### src/common/fc_pkg.sv
package fc_pkg;
  localparam logic [7:0] MODE_OFFSET = 8'h60;
  localparam logic [7:0] CMD_OFFSET = 8'h64;
  localparam logic [7:0] STATUS_OFFSET = 8'h68;
  localparam int MODE_RDY_IE_BIT = 0;
  localparam int MODE_LOCK_VIOLATION_FLAG_IE_BIT = 2;
  localparam int MODE_BAD_COMMAND_FLAG_IE_BIT = 3;
  localparam int MODE_NO_ERASE_BEFORE_PROGRAM_BIT = 7;
  localparam int MODE_FWS_LSB = 8;
  localparam int MODE_FMCN_LSB = 16;
  localparam int STAT_READY_BIT = 0;
  localparam int STAT_LOCK_VIOLATION_FLAG_BIT = 2;
  localparam int STAT_BAD_COMMAND_FLAG_BIT = 3;
  localparam int STAT_SECURE_BIT = 4;
  localparam int STAT_NVM_LSB = 8;
  localparam int STAT_LOCK_LSB = 16;
  localparam int KEY_LSB = 24;
  localparam int PAGE_LSB = 8;
  localparam int CODE_LSB = 0;
  localparam logic [7:0] CMD_KEY = 8'h5a;
  localparam int PAGE_W = 10;
  localparam int WORD_W = 6;
  localparam int REGION_LSB = 6;
  localparam int REGION_W = 4;
  localparam int LOCK_N = 16;
  localparam int NVM_N = 3;
  localparam logic [PAGE_W-1:0] NVM_COUNT = 10'h003;
  localparam logic [WORD_W-1:0] LAST_WORD = 6'h3f;
  localparam int LATCH_WORDS = 64;
  localparam int LATCH_ADDR_W = 20;
  localparam int LATCH_WORD_LSB = 2;
  localparam logic [3:0] NO_CMD = 4'h0;
  localparam logic [3:0] PAGE_WRITE_CMD = 4'h1;
  localparam logic [3:0] SET_REGION_LOCK_CMD = 4'h2;
  localparam logic [3:0] PAGE_WRITE_LOCK_CMD = 4'h3;
  localparam logic [3:0] CLEAR_REGION_LOCK_CMD = 4'h4;
  localparam logic [3:0] ERASE_WHOLE_CMD = 4'h8;
  localparam logic [3:0] SET_NV_OPTION_CMD = 4'hb;
  localparam logic [3:0] CLEAR_NV_OPTION_CMD = 4'hd;
  localparam logic [3:0] SET_SECURE_CMD = 4'hf;
  localparam logic [LOCK_N-1:0] LOCK_CELL_RESET = 16'hffff;
  localparam logic [NVM_N-1:0] NVM_CELL_RESET = 3'h7;
  localparam logic [1:0] NV_GROUP_LOCK = 2'h0;
  localparam logic [1:0] NV_GROUP_NVM = 2'h1;
  localparam logic [1:0] NV_GROUP_SECURE = 2'h2;
  typedef enum logic [1:0] {
    OP_ERASE_PAGE = 2'b00,
    OP_PROGRAM_WORD = 2'b01,
    OP_ERASE_PLANE = 2'b10,
    OP_NV_WRITE = 2'b11
  } flash_op_type;
  typedef enum logic [2:0] {
    SEQ_IDLE = 3'b000,
    SEQ_ERASE = 3'b001,
    SEQ_PROGRAM = 3'b010,
    SEQ_NV = 3'b011,
    SEQ_ERASE_ALL = 3'b100
  } seq_state_type;
  typedef struct packed {
    logic wr;
    logic rd;
    logic [7:0] addr;
    logic [31:0] wdata;
  } bus_req_type;
  typedef struct packed {
    logic wr;
    logic [LATCH_ADDR_W-1:0] addr;
    logic [31:0] data;
  } latch_wr_type;
  typedef struct packed {
    logic go;
    flash_op_type op;
    logic [PAGE_W-1:0] page;
    logic [WORD_W-1:0] word;
    logic [31:0] data;
    logic [7:0] cycles;
  } flash_req_type;
  typedef struct packed {
    logic [7:0] fmcn;
    logic [1:0] fws;
    logic no_erase_before_program;
    logic bad_command_flag_ie;
    logic lock_violation_flag_ie;
    logic rdy_ie;
  } mode_type;
endpackage

### src/hdl/sync_two_flop.sv
`timescale 1ns/1ps
module sync_two_flop #(
  parameter int WIDTH = 1
) (
  input wire logic clk,
  input wire logic rst,
  input wire logic [WIDTH-1:0] async_in,
  output logic [WIDTH-1:0] sync_out
);
  typedef struct packed {
    logic [WIDTH-1:0] stage2;
    logic [WIDTH-1:0] stage1;
  } sync_state_type;
  sync_state_type s_reg, s_next;
  always_comb begin
    s_next.stage1 = async_in;
    s_next.stage2 = s_reg.stage1;
  end
  always_ff @(posedge clk or posedge rst) begin
    if (rst) begin
      s_reg <= '0;
    end else begin
      s_reg <= s_next;
    end
  end
  assign sync_out = s_reg.stage2;
endmodule

### src/hdl/flash_command_sequencer.sv
// Added by the designer: the address-and-strobe port and the placing of the registers.
`timescale 1ns/1ps
// How it works
// - With no-erase clear, the page is erased before it is programmed.
// - With no-erase set, the page is programmed directly, allowing partial writes.
// - Program-and-lock sets the region lock after programming finishes.
// - One-page latch, indexed by low address bits, repeats over the area.
// - Accepted command clears ready from the cycle after it is written.
// - Command completion sets ready and raises irq if enabled.
// - Wrong key or unknown code sets bad-command flag, no operation.
// - Program aimed at a locked region sets lock-violation, page untouched.
// - Erase-whole refused with lock-violation when any region is locked.
// - Lock-violation with its enable set raises irq.
// - Each lock bit guards a region of consecutive pages.
// - Set and clear lock act on the region holding the given page.
// - Unlock stores 1 and reads 0; lock stores 0 and reads 1.
// - Flash reads stay allowed during lock and option-bit commands.
// - Option bits set or cleared singly, index from the page field.
// - Option command with out-of-range index does nothing.
// - Clear option stores 1 and reads 0; set stores 0 and reads 1.
// - Security clears by reset or by erase pin, after plane and bits are erased.
// - Active security blocks external debug and test access.
// - Codes: 1,2,3,4,8,b,d,f decode to the eight commands.
// - Status read clears bad-command and lock-violation flags.
module flash_command_sequencer (
  input wire logic clk,
  input wire logic rst,
  input fc_pkg::bus_req_type bus,
  output logic [31:0] rdata,
  input fc_pkg::latch_wr_type latch,
  output fc_pkg::flash_req_type flash_req,
  input wire logic flash_done,
  input wire logic erase_pin,
  output logic irq,
  output logic read_ok,
  output logic secure_lockout
);
  typedef struct packed {
    fc_pkg::seq_state_type st;
    fc_pkg::mode_type mode;
    logic ready;
    logic lock_violation_flag;
    logic bad_command_flag;
    logic lock_after;
    logic hw_erase;
    logic erase_seen;
    logic erase_pending;
    logic [fc_pkg::LOCK_N-1:0] lock_cell;
    logic [fc_pkg::NVM_N-1:0] nvm_cell;
    logic secure;
    fc_pkg::flash_req_type req;
    logic [31:0] rdata;
    logic irq;
    logic read_ok;
  } state_type;

  state_type s_reg, s_next;
  logic [31:0] latch_mem [fc_pkg::LATCH_WORDS];
  logic erase_sync;
  logic cmd_take, key_ok, page_locked, any_locked, finish;
  logic [3:0] cmd_code;
  logic [fc_pkg::PAGE_W-1:0] cmd_page;
  logic [fc_pkg::REGION_W-1:0] cmd_region;
  logic [fc_pkg::WORD_W-1:0] next_word;
  logic [31:0] mode_word, status_word;

  function automatic fc_pkg::flash_req_type make_req(
    input fc_pkg::flash_op_type op,
    input logic [fc_pkg::PAGE_W-1:0] page,
    input logic [31:0] data,
    input logic [7:0] cycles
  );
    fc_pkg::flash_req_type r;
    r.go = 1'b1;
    r.op = op;
    r.page = page;
    r.word = '0;
    r.data = data;
    r.cycles = cycles;
    return r;
  endfunction

  sync_two_flop #(.WIDTH(1)) erase_sync_inst (
    .clk(clk),
    .rst(rst),
    .async_in(erase_pin),
    .sync_out(erase_sync)
  );

  // No reset on the latch: contents are only meaningful once software fills them
  always_ff @(posedge clk) begin
    if (latch.wr) begin
      latch_mem[latch.addr[fc_pkg::LATCH_WORD_LSB +: fc_pkg::WORD_W]] <= latch.data;
    end
  end

  // Busy sequencer ignores command writes rather than queueing them
  assign cmd_take = bus.wr && (bus.addr == fc_pkg::CMD_OFFSET) &&
                    (s_reg.st == fc_pkg::SEQ_IDLE) && !s_reg.erase_pending;
  assign key_ok = bus.wdata[fc_pkg::KEY_LSB +: 8] == fc_pkg::CMD_KEY;
  assign cmd_code = bus.wdata[fc_pkg::CODE_LSB +: 4];
  assign cmd_page = bus.wdata[fc_pkg::PAGE_LSB +: fc_pkg::PAGE_W];
  assign cmd_region = cmd_page[fc_pkg::REGION_LSB +: fc_pkg::REGION_W];
  assign page_locked = !s_reg.lock_cell[cmd_region];
  assign any_locked = !(&s_reg.lock_cell);
  assign next_word = s_reg.req.word + 6'h01;

  always_comb begin
    mode_word = '0;
    mode_word[fc_pkg::MODE_RDY_IE_BIT] = s_reg.mode.rdy_ie;
    mode_word[fc_pkg::MODE_LOCK_VIOLATION_FLAG_IE_BIT] = s_reg.mode.lock_violation_flag_ie;
    mode_word[fc_pkg::MODE_BAD_COMMAND_FLAG_IE_BIT] = s_reg.mode.bad_command_flag_ie;
    mode_word[fc_pkg::MODE_NO_ERASE_BEFORE_PROGRAM_BIT] = s_reg.mode.no_erase_before_program;
    mode_word[fc_pkg::MODE_FWS_LSB +: 2] = s_reg.mode.fws;
    mode_word[fc_pkg::MODE_FMCN_LSB +: 8] = s_reg.mode.fmcn;
    status_word = '0;
    status_word[fc_pkg::STAT_READY_BIT] = s_reg.ready;
    status_word[fc_pkg::STAT_LOCK_VIOLATION_FLAG_BIT] = s_reg.lock_violation_flag;
    status_word[fc_pkg::STAT_BAD_COMMAND_FLAG_BIT] = s_reg.bad_command_flag;
    status_word[fc_pkg::STAT_SECURE_BIT] = s_reg.secure;
    status_word[fc_pkg::STAT_NVM_LSB +: fc_pkg::NVM_N] = ~s_reg.nvm_cell;
    status_word[fc_pkg::STAT_LOCK_LSB +: fc_pkg::LOCK_N] = ~s_reg.lock_cell;
  end

  always_comb begin
    s_next = s_reg;
    finish = 1'b0;
    s_next.rdata = '0;
    s_next.erase_seen = erase_sync;
    if (bus.rd) begin
      if (bus.addr == fc_pkg::MODE_OFFSET) begin
        s_next.rdata = mode_word;
      end else if (bus.addr == fc_pkg::STATUS_OFFSET) begin
        s_next.rdata = status_word;
        // Cleared before the event logic below, so a same-cycle error survives
        s_next.lock_violation_flag = 1'b0;
        s_next.bad_command_flag = 1'b0;
      end
    end
    if (bus.wr && (bus.addr == fc_pkg::MODE_OFFSET)) begin
      s_next.mode.rdy_ie = bus.wdata[fc_pkg::MODE_RDY_IE_BIT];
      s_next.mode.lock_violation_flag_ie = bus.wdata[fc_pkg::MODE_LOCK_VIOLATION_FLAG_IE_BIT];
      s_next.mode.bad_command_flag_ie = bus.wdata[fc_pkg::MODE_BAD_COMMAND_FLAG_IE_BIT];
      s_next.mode.no_erase_before_program = bus.wdata[fc_pkg::MODE_NO_ERASE_BEFORE_PROGRAM_BIT];
      s_next.mode.fws = bus.wdata[fc_pkg::MODE_FWS_LSB +: 2];
      s_next.mode.fmcn = bus.wdata[fc_pkg::MODE_FMCN_LSB +: 8];
    end
    if ((s_reg.st == fc_pkg::SEQ_IDLE) && s_reg.erase_pending) begin
      // Pin erase ignores locks and wins over any command in this cycle
      s_next.erase_pending = 1'b0;
      s_next.hw_erase = 1'b1;
      s_next.ready = 1'b0;
      s_next.st = fc_pkg::SEQ_ERASE_ALL;
      s_next.req = make_req(fc_pkg::OP_ERASE_PLANE, '0, '0, s_reg.mode.fmcn);
    end else if (cmd_take) begin
      if (!key_ok) begin
        s_next.bad_command_flag = 1'b1;
      end else begin
        unique case (cmd_code)
          fc_pkg::NO_CMD: begin
          end
          fc_pkg::PAGE_WRITE_CMD, fc_pkg::PAGE_WRITE_LOCK_CMD: begin
            if (page_locked) begin
              s_next.lock_violation_flag = 1'b1;
            end else begin
              s_next.ready = 1'b0;
              s_next.lock_after = (cmd_code == fc_pkg::PAGE_WRITE_LOCK_CMD);
              if (s_reg.mode.no_erase_before_program) begin
                s_next.st = fc_pkg::SEQ_PROGRAM;
                s_next.req = make_req(fc_pkg::OP_PROGRAM_WORD, cmd_page, latch_mem[0],
                                      s_reg.mode.fmcn);
              end else begin
                s_next.st = fc_pkg::SEQ_ERASE;
                s_next.req = make_req(fc_pkg::OP_ERASE_PAGE, cmd_page, '0, s_reg.mode.fmcn);
              end
            end
          end
          fc_pkg::SET_REGION_LOCK_CMD, fc_pkg::CLEAR_REGION_LOCK_CMD: begin
            s_next.ready = 1'b0;
            s_next.st = fc_pkg::SEQ_NV;
            s_next.req = make_req(fc_pkg::OP_NV_WRITE,
              {fc_pkg::NV_GROUP_LOCK, 4'h0, cmd_region},
              {31'h0, cmd_code == fc_pkg::CLEAR_REGION_LOCK_CMD}, s_reg.mode.fmcn);
          end
          fc_pkg::ERASE_WHOLE_CMD: begin
            if (any_locked) begin
              s_next.lock_violation_flag = 1'b1;
            end else begin
              s_next.ready = 1'b0;
              s_next.st = fc_pkg::SEQ_ERASE_ALL;
              s_next.req = make_req(fc_pkg::OP_ERASE_PLANE, '0, '0, s_reg.mode.fmcn);
            end
          end
          fc_pkg::SET_NV_OPTION_CMD, fc_pkg::CLEAR_NV_OPTION_CMD: begin
            if (cmd_page < fc_pkg::NVM_COUNT) begin
              s_next.ready = 1'b0;
              s_next.st = fc_pkg::SEQ_NV;
              s_next.req = make_req(fc_pkg::OP_NV_WRITE,
                {fc_pkg::NV_GROUP_NVM, 4'h0, cmd_page[3:0]},
                {31'h0, cmd_code == fc_pkg::CLEAR_NV_OPTION_CMD}, s_reg.mode.fmcn);
            end
          end
          fc_pkg::SET_SECURE_CMD: begin
            s_next.ready = 1'b0;
            s_next.st = fc_pkg::SEQ_NV;
            s_next.req = make_req(fc_pkg::OP_NV_WRITE, {fc_pkg::NV_GROUP_SECURE, 8'h00}, '0,
                                  s_reg.mode.fmcn);
          end
          default: begin
            s_next.bad_command_flag = 1'b1;
          end
        endcase
      end
    end else if ((s_reg.st != fc_pkg::SEQ_IDLE) && flash_done) begin
      unique case (s_reg.st)
        fc_pkg::SEQ_ERASE: begin
          s_next.st = fc_pkg::SEQ_PROGRAM;
          s_next.req.op = fc_pkg::OP_PROGRAM_WORD;
          s_next.req.word = '0;
          s_next.req.data = latch_mem[0];
        end
        fc_pkg::SEQ_PROGRAM: begin
          if (s_reg.req.word != fc_pkg::LAST_WORD) begin
            s_next.req.word = next_word;
            s_next.req.data = latch_mem[next_word];
          end else if (s_reg.lock_after) begin
            s_next.lock_after = 1'b0;
            s_next.st = fc_pkg::SEQ_NV;
            s_next.req = make_req(fc_pkg::OP_NV_WRITE, {fc_pkg::NV_GROUP_LOCK, 4'h0,
              s_reg.req.page[fc_pkg::REGION_LSB +: fc_pkg::REGION_W]}, '0, s_reg.mode.fmcn);
          end else begin
            finish = 1'b1;
          end
        end
        fc_pkg::SEQ_NV: begin
          finish = 1'b1;
          if (s_reg.req.page[9:8] == fc_pkg::NV_GROUP_LOCK) begin
            s_next.lock_cell[s_reg.req.page[3:0]] = s_reg.req.data[0];
          end else if (s_reg.req.page[9:8] == fc_pkg::NV_GROUP_NVM) begin
            s_next.nvm_cell[s_reg.req.page[1:0]] = s_reg.req.data[0];
          end else begin
            s_next.secure = 1'b1;
          end
        end
        fc_pkg::SEQ_ERASE_ALL: begin
          finish = 1'b1;
          if (s_reg.hw_erase) begin
            s_next.hw_erase = 1'b0;
            s_next.lock_cell = fc_pkg::LOCK_CELL_RESET;
            s_next.nvm_cell = fc_pkg::NVM_CELL_RESET;
            s_next.secure = 1'b0;
          end
        end
        default: begin
          finish = 1'b1;
        end
      endcase
    end
    if (finish) begin
      s_next.st = fc_pkg::SEQ_IDLE;
      s_next.ready = 1'b1;
      s_next.req.go = 1'b0;
    end
    if (erase_sync && !s_reg.erase_seen) begin
      s_next.erase_pending = 1'b1;
    end
    s_next.irq = (s_next.ready & s_next.mode.rdy_ie) |
                 (s_next.lock_violation_flag & s_next.mode.lock_violation_flag_ie) |
                 (s_next.bad_command_flag & s_next.mode.bad_command_flag_ie);
    // Only page erase, plane erase and page programming take the array away from reads
    s_next.read_ok = !((s_next.st == fc_pkg::SEQ_ERASE) ||
                       (s_next.st == fc_pkg::SEQ_PROGRAM) ||
                       (s_next.st == fc_pkg::SEQ_ERASE_ALL));
  end

  always_ff @(posedge clk or posedge rst) begin
    if (rst) begin
      s_reg <= '0;
      s_reg.ready <= 1'b1;
      s_reg.read_ok <= 1'b1;
      s_reg.lock_cell <= fc_pkg::LOCK_CELL_RESET;
      s_reg.nvm_cell <= fc_pkg::NVM_CELL_RESET;
    end else begin
      s_reg <= s_next;
    end
  end

  assign rdata = s_reg.rdata;
  assign flash_req = s_reg.req;
  assign irq = s_reg.irq;
  assign read_ok = s_reg.read_ok;
  assign secure_lockout = s_reg.secure;
endmodule

### config.mk
export PLATFORM = sky130hd
export DESIGN_NAME = flash_command_sequencer
export DESIGN_NICKNAME = d
export VERILOG_FILES = /design/src/common/fc_pkg.sv /design/src/hdl/sync_two_flop.sv /design/src/hdl/flash_command_sequencer.sv
export SDC_FILE = /design/constraint.sdc
export NUM_CORES = 2
export LEC_CHECK = 0
export BUFFER_PORTS_ARGS = -buffer_cell sky130_fd_sc_hd__buf_2
export CELL_PAD_IN_SITES_DETAIL_PLACEMENT = 0
export CELL_PAD_IN_SITES_GLOBAL_PLACEMENT = 1
export CORE_ASPECT_RATIO = 1.1
export CORE_MARGIN = 10
export CORE_UTILIZATION = 29
export CTS_CLUSTER_DIAMETER = 60
export DETAILED_ROUTE_END_ITERATION = 10
export GPL_TIMING_DRIVEN = 0
export HOLD_SLACK_MARGIN = 0.08
export PLACE_DENSITY_LB_ADDON = 0.1
export REMOVE_ABC_BUFFERS = 1
export SLEW_MARGIN = 20
export SYNTH_ARGS = -nofsm -noshare
export SYNTH_HDL_FRONTEND = slang
export SYNTH_SLANG_ARGS = --single-unit
export TNS_END_PERCENT = 20
### constraint.sdc
create_clock -name clk -period 10.4 [get_ports clk]
set_clock_uncertainty 0.2 [all_clocks]
set_input_delay 2.6 -clock clk [delete_from_list [all_inputs] [get_ports clk]]
set_output_delay 2.6 -clock clk [all_outputs]
set_load 0.05 [all_outputs]
# After elaboration in Yosys (flattened, before gate mapping)

Memory sizes are Yosys's and may differ from the RTL's.
Index checks and enable logic that the tools add are counted.

$add $sub $neg: 1
Magnitude comparators: 6
Eq/ne operators: 46
Mux-type cells: 87
Bitwise gates (word level): 9
Reductions and logical operators: 46

Operator list:

| kind                 | count |
|---|---|
| $mux W59             | 8 |
| $pmux W59 S5         | 1 |
| $mux W32             | 3 |
| $pmux W38 S2         | 1 |
| $mux W57             | 1 |
| $mux W3              | 14 |
| $pmux W20 S2         | 1 |
| $mux W38             | 1 |
| $mux W1              | 33 |
| $eq A8 B7 Y1 const B | 4 |
| $reduce_and A9 Y1    | 3 |
| $ne A4 B4 Y1 const B | 6 |
| $reduce_and A7 Y1    | 3 |
| $mux W20             | 1 |
| $ne A5 B5 Y1 const B | 4 |
| $bwmux W16           | 1 |
| $eq A4 B4 Y1 const B | 4 |
| $mux W16             | 1 |
| $mux W8              | 2 |
| $not A16 Y16         | 1 |
| $reduce_and A16 Y1   | 1 |
| $reduce_bool A4 Y1   | 4 |
| $mux W13             | 1 |
| $mux W2              | 6 |
| 50 further kinds     | 90 |

Register bits after elaboration: 139
RAM bits: 2048
Bits of input ports: 99
Output and inout bits: 94
Logic and storage cells: 224
Memories: 1

Memory list:

| name      | words | width | read ports | clocked after Yosys merged registers in | write ports | line                          | text |
|---|---|---|---|---|---|---|---|
| latch_mem | 64    | 32    | 2          | 0                                       | 1           | flash_command_sequencer.sv:58 | `logic [31:0] latch_mem [fc_pkg::LATCH_WORDS];` |

# Longest topological paths before layout

Word-level depth: 13
Depth in mapped cells: 12
Mapped depth without buffers: 8

# Hierarchy

A second synthesis with hierarchy kept.

Cells, all modules: 4242
Area total of the unflattened synthesis: 85470.7 um2

Modules (own cells, without submodules):

| module                  | times used | cells each | area each (um2) | sequential area each (um2) |
|---|---|---|---|---|
| flash_command_sequencer | 1          | 4239       | 85416.9         | 64753.4 |
| sync_two_flop           | 1          | 3          | 53.8            | 50.0 |

# Least setup slack after synthesis

OpenSTA, ideal clock, no wires.

Kind: input-to-reg
From: input latch[39] (netlist name)
To: memory latch_mem[16][0], enable pin
Library setup time: 0.461 ns
Arrival: 5.446 ns
Data required time: 9.739 ns
Path slack: 4.293 ns
Stages on the path: 4
Path buffers: 1
Cell sequence: clkbuf_1 nor4bb_1 nand2b_1 nor3_1

RTL lines:

| item        | line                          | text |
|---|---|---|
| from (decl) | flash_command_sequencer.sv:30 | `input fc_pkg::latch_wr_type latch,` |
| to (decl)   | flash_command_sequencer.sv:58 |  |

Straight into the memory's write port.

# Worst setup path after layout

From: register s_reg (netlist bit flash_req[40])
To: output flash_req[40] (netlist name)

RTL lines:

| item                   | line                           | text |
|---|---|---|
| from (decl)            | flash_command_sequencer.sv:57  | `state_type s_reg, s_next;` |
| from (signal assigned) | flash_command_sequencer.sv:284 | `s_reg <= s_next;` |
| to (decl)              | flash_command_sequencer.sv:31  | `output fc_pkg::flash_req_type flash_req,` |

No word-level cell between the ends.

==> metrics.txt <==
gate count after technology mapping=3,816; combinational group share of total power=5.6%; number of gates given a new drive strength after cts=0; clock transition at the register clock pins on the worst setup and hold paths after CTS=50 ps; number of library cell types mapped by synthesis=79; wire length of the first global-routing pass=~350,000 um; result of the run=complete, no violations; floorplan core area=between 0.2 and 0.3 mm2; final global-route overflow total=0; # Max-Cap Violations=0; Internal Pwr Total=14.9 mW; vias in the first global route=42.9k; largest fanout on the critical path=29; cts bufs inserted=245; part of the Yosys area used for sequential elements=around 76%; number of setup violations in the final report=0; Avg WL per Cell=roughly 31 um; number of H-tree levels=4; time the worst path needs with I/O delays and setup=6670 ps; number of flops mapped to enable cells by yosys=2,048; smallest setup slack after layout=3730 ps; share of the clock period used by the worst path=64.1%; synthesized area divided by synthesized cell count=roughly 22 um2; Reg2Reg Launch Point=flash_req[40]; synth-to-layout area growth=20.2%; number of clock sinks seen by CTS=2,179; area of the mapped netlist=around 0.085 mm2; library cell with the largest summed area after synthesis=sky130_fd_sc_hd__edfxtp_1; critical path required time=roughly 7600 ps; die extent in x=approximately 540 um; clock latency reported for the late side of the worst-skew pair=920 ps; top cells by area, synth=sky130_fd_sc_hd__edfxtp_1 72%, sky130_fd_sc_hd__mux4_2 17%, sky130_fd_sc_hd__dfrtp_1 3.2%; Yosys reg bits=2,179; Setup Fix Bufs, Post-CTS=0; most common cell after layout, fill and taps aside=sky130_fd_sc_hd__edfxtp_1; number of I/O pins=193; worst reg-to-reg setup slack=approximately 5200 ps; arrival time of data at the critical path endpoint=3870 ps; Setup Slack @ Placement=3520 ps; post-layout utilization of the core=between 30% and 40%; total die area=between 0.3 and 0.4 mm2; global router's overall resource usage=15.7%; HPWL after DPL=169,000 um; worst reg2reg path depth=9; switching power=4.39 mW; routability congestion estimate from global placement=0.686; initial antenna violation count=9; number of optimization iterations in the first detailed-route pass=8; Fmax=150 MHz; number of hold buffers added after cts=0; number of warnings issued by yosys=0; clock tree from TritonCTS=built; number of DRC markers in iteration 0=approximately 3.7k; fraction of synthesis flops using an asynchronous set or reset pin=6.01%; static leakage=31.5 nW; commonest non-fill, non-tap cells in the layout=2,048 x sky130_fd_sc_hd__edfxtp_1, 630 x sky130_fd_sc_hd__mux4_2, 248 x sky130_fd_sc_hd__clkbuf_16; timing startpoint of the critical path=flash_req[40]; Clk Tree Root Cell=sky130_fd_sc_hd__clkbuf_16; share of total power consumed by net switching=22.8%; largest net degree at the start of global routing=77; sequential group share of total power=between 50% and 60%; Final Max Tran Viols=0; final std cell area, no fill=0.103 mm2; kind of launch point of the worst setup path=flop; vias per cell=4.87; Crit Reg-Reg Endpoint=flash_req[20]; proportion of netlist area held by the largest area contributor=72.1%; power per unit of standard cell area=188 mW/mm2; peak supply drop=144 uV; last element of the critical path=flash_req[40]; y dimension of the die=589 um; share of layout cells above drive strength 1=34.9%; Top FF cell, synth=sky130_fd_sc_hd__edfxtp_1; path category of the worst min-delay check=reg -> reg; Final nets=about 4.3k; Hold Violations, Final=0; remaining routing DRC violations=0; starting density of the core=between 20 and 30%; setup repair after global routing missed its margin=false; Rows=208; wire length after detailed routing=253,000 um; Antenna Nets Post-Route=0; Worst Path Class, Setup=reg -> out; deepest clock path buffer count=4; fraction of power consumed by the clock network=43.0%; Tightest Pin Transition=1130 ps; slew margin rel.=24.4%; endpoint type of the worst setup path=output port; count of buffers inserted at the top-level ports=167; number of flip-flops in the largest register=2,048; area after detailed placement=0.0949 mm2; Via Count=just over 40k
==> power groups by stage <==
stage          logic, mW  clock network [mW]  registers, mW
3_5_place_dp        1.11                   0           10.1
4_1_cts             1.11                8.55           9.90
2_1_floorplan      0.344                   0           10.3
5_1_grt             1.16                8.87           9.91
6_report            1.09                8.27           9.89
3_3_place_gp        1.06                   0           10.1
==> cells in the mapped netlist (18+ instances only) <==
master                        n
sky130_fd_sc_hd__dfrtp_1    110
sky130_fd_sc_hd__mux2i_1     18
sky130_fd_sc_hd__buf_2       67
sky130_fd_sc_hd__a22oi_1     31
sky130_fd_sc_hd__dfstp_2     21
sky130_fd_sc_hd__o21a_1      31
sky130_fd_sc_hd__mux2_2      28
sky130_fd_sc_hd__nand2_1     80
sky130_fd_sc_hd__a21oi_1     49
sky130_fd_sc_hd__nand3_1     69
sky130_fd_sc_hd__o21ai_0     25
sky130_fd_sc_hd__inv_1       27
sky130_fd_sc_hd__nor2_1     115
sky130_fd_sc_hd__buf_6       19
sky130_fd_sc_hd__buf_4      124
sky130_fd_sc_hd__edfxtp_1  2048
sky130_fd_sc_hd__mux4_2     630
sky130_fd_sc_hd__clkbuf_1    83
sky130_fd_sc_hd__a222oi_1    30
==> worst min path at each step <==
stage | from | endpoint | slack (ps) | cells past startpoint
final | erase_sync_inst.sync_out | s_reg[114] | 180 | 0
after global routing | erase_sync_inst.sync_out | s_reg[114] | 190 | 0
after CTS | erase_sync_inst.sync_out | s_reg[114] | 180 | 0
after detailed placement | erase_sync_inst.sync_out | s_reg[114] | 170 | 0
after global placement | erase_sync_inst.sync_out | s_reg[114] | 170 | 0
after floorplan | erase_sync_inst.s_next[1] | erase_sync_inst.sync_out | 130 | 0
==> cell type report <==
| class | count | area [um2] |
|---|---|---|
| flip-flops and latches | 2179 | 64800 |
| multi-input cells | 1316 | 19200 |
| clock inverters | 111 | 955 |
| diodes | 4 | 10.0 |
| inverters | 28 | 113 |
| clock buffers | 327 | 6600 |
| well taps | 3885 | 4860 |
| repair buffers | 425 | 6010 |
| fillers | 27100 | 190000 |
==> stage by stage <==
| stage | hold WS [ps] | TNS [ps] | cells | power, mW |
|---|---|---|---|---|
| global placement | 169 | -2557360 | 7575 | 11.1 |
| detailed placement | 167 | 0 | 7832 | 11.2 |
| floorplan | 131 | -1157650 | 3523 | 10.6 |
| CTS | 180 | 0 | 8270 | 19.6 |
| global route | 190 | 0 | 8272 | 19.9 |
| finish | 177 | 0 | 8275 | 19.2 |
==> logic make-up after synthesis <==
group | count (synthesis) | share of synthesized area, %
fa+ha+maj | 2 | 0.0264
simple gates | 369 | 2.18
buf+inv | 328 | 2.27
xor+xnor | 10 | 0.111
flops | 2179 | 75.9
mux | 685 | 17.4
other cells | 1 | 0.00439
compound gates | 242 | 2.04
==> critical path, stage by stage, from the launching register on <==
cell and delay (ps):
sky130_fd_sc_hd__dfrtp_4 780, sky130_fd_sc_hd__buf_16 310, sky130_fd_sc_hd__buf_16 280, sky130_fd_sc_hd__buf_12 270
sky130_fd_sc_hd__buf_16 280, sky130_fd_sc_hd__buf_16 300, sky130_fd_sc_hd__buf_16 280, sky130_fd_sc_hd__buf_2 320
==> metal layers <==
layer	vias up	track usage (%)	routed length, um
li1	16900	-	-
met3	309	2.15	11100
met1	22300	21.8	111000
met2	893	26.2	124000
met5	-	0	0
met4	0	3.68	5690
No activity file was read; power rests on OpenSTA's default activity.
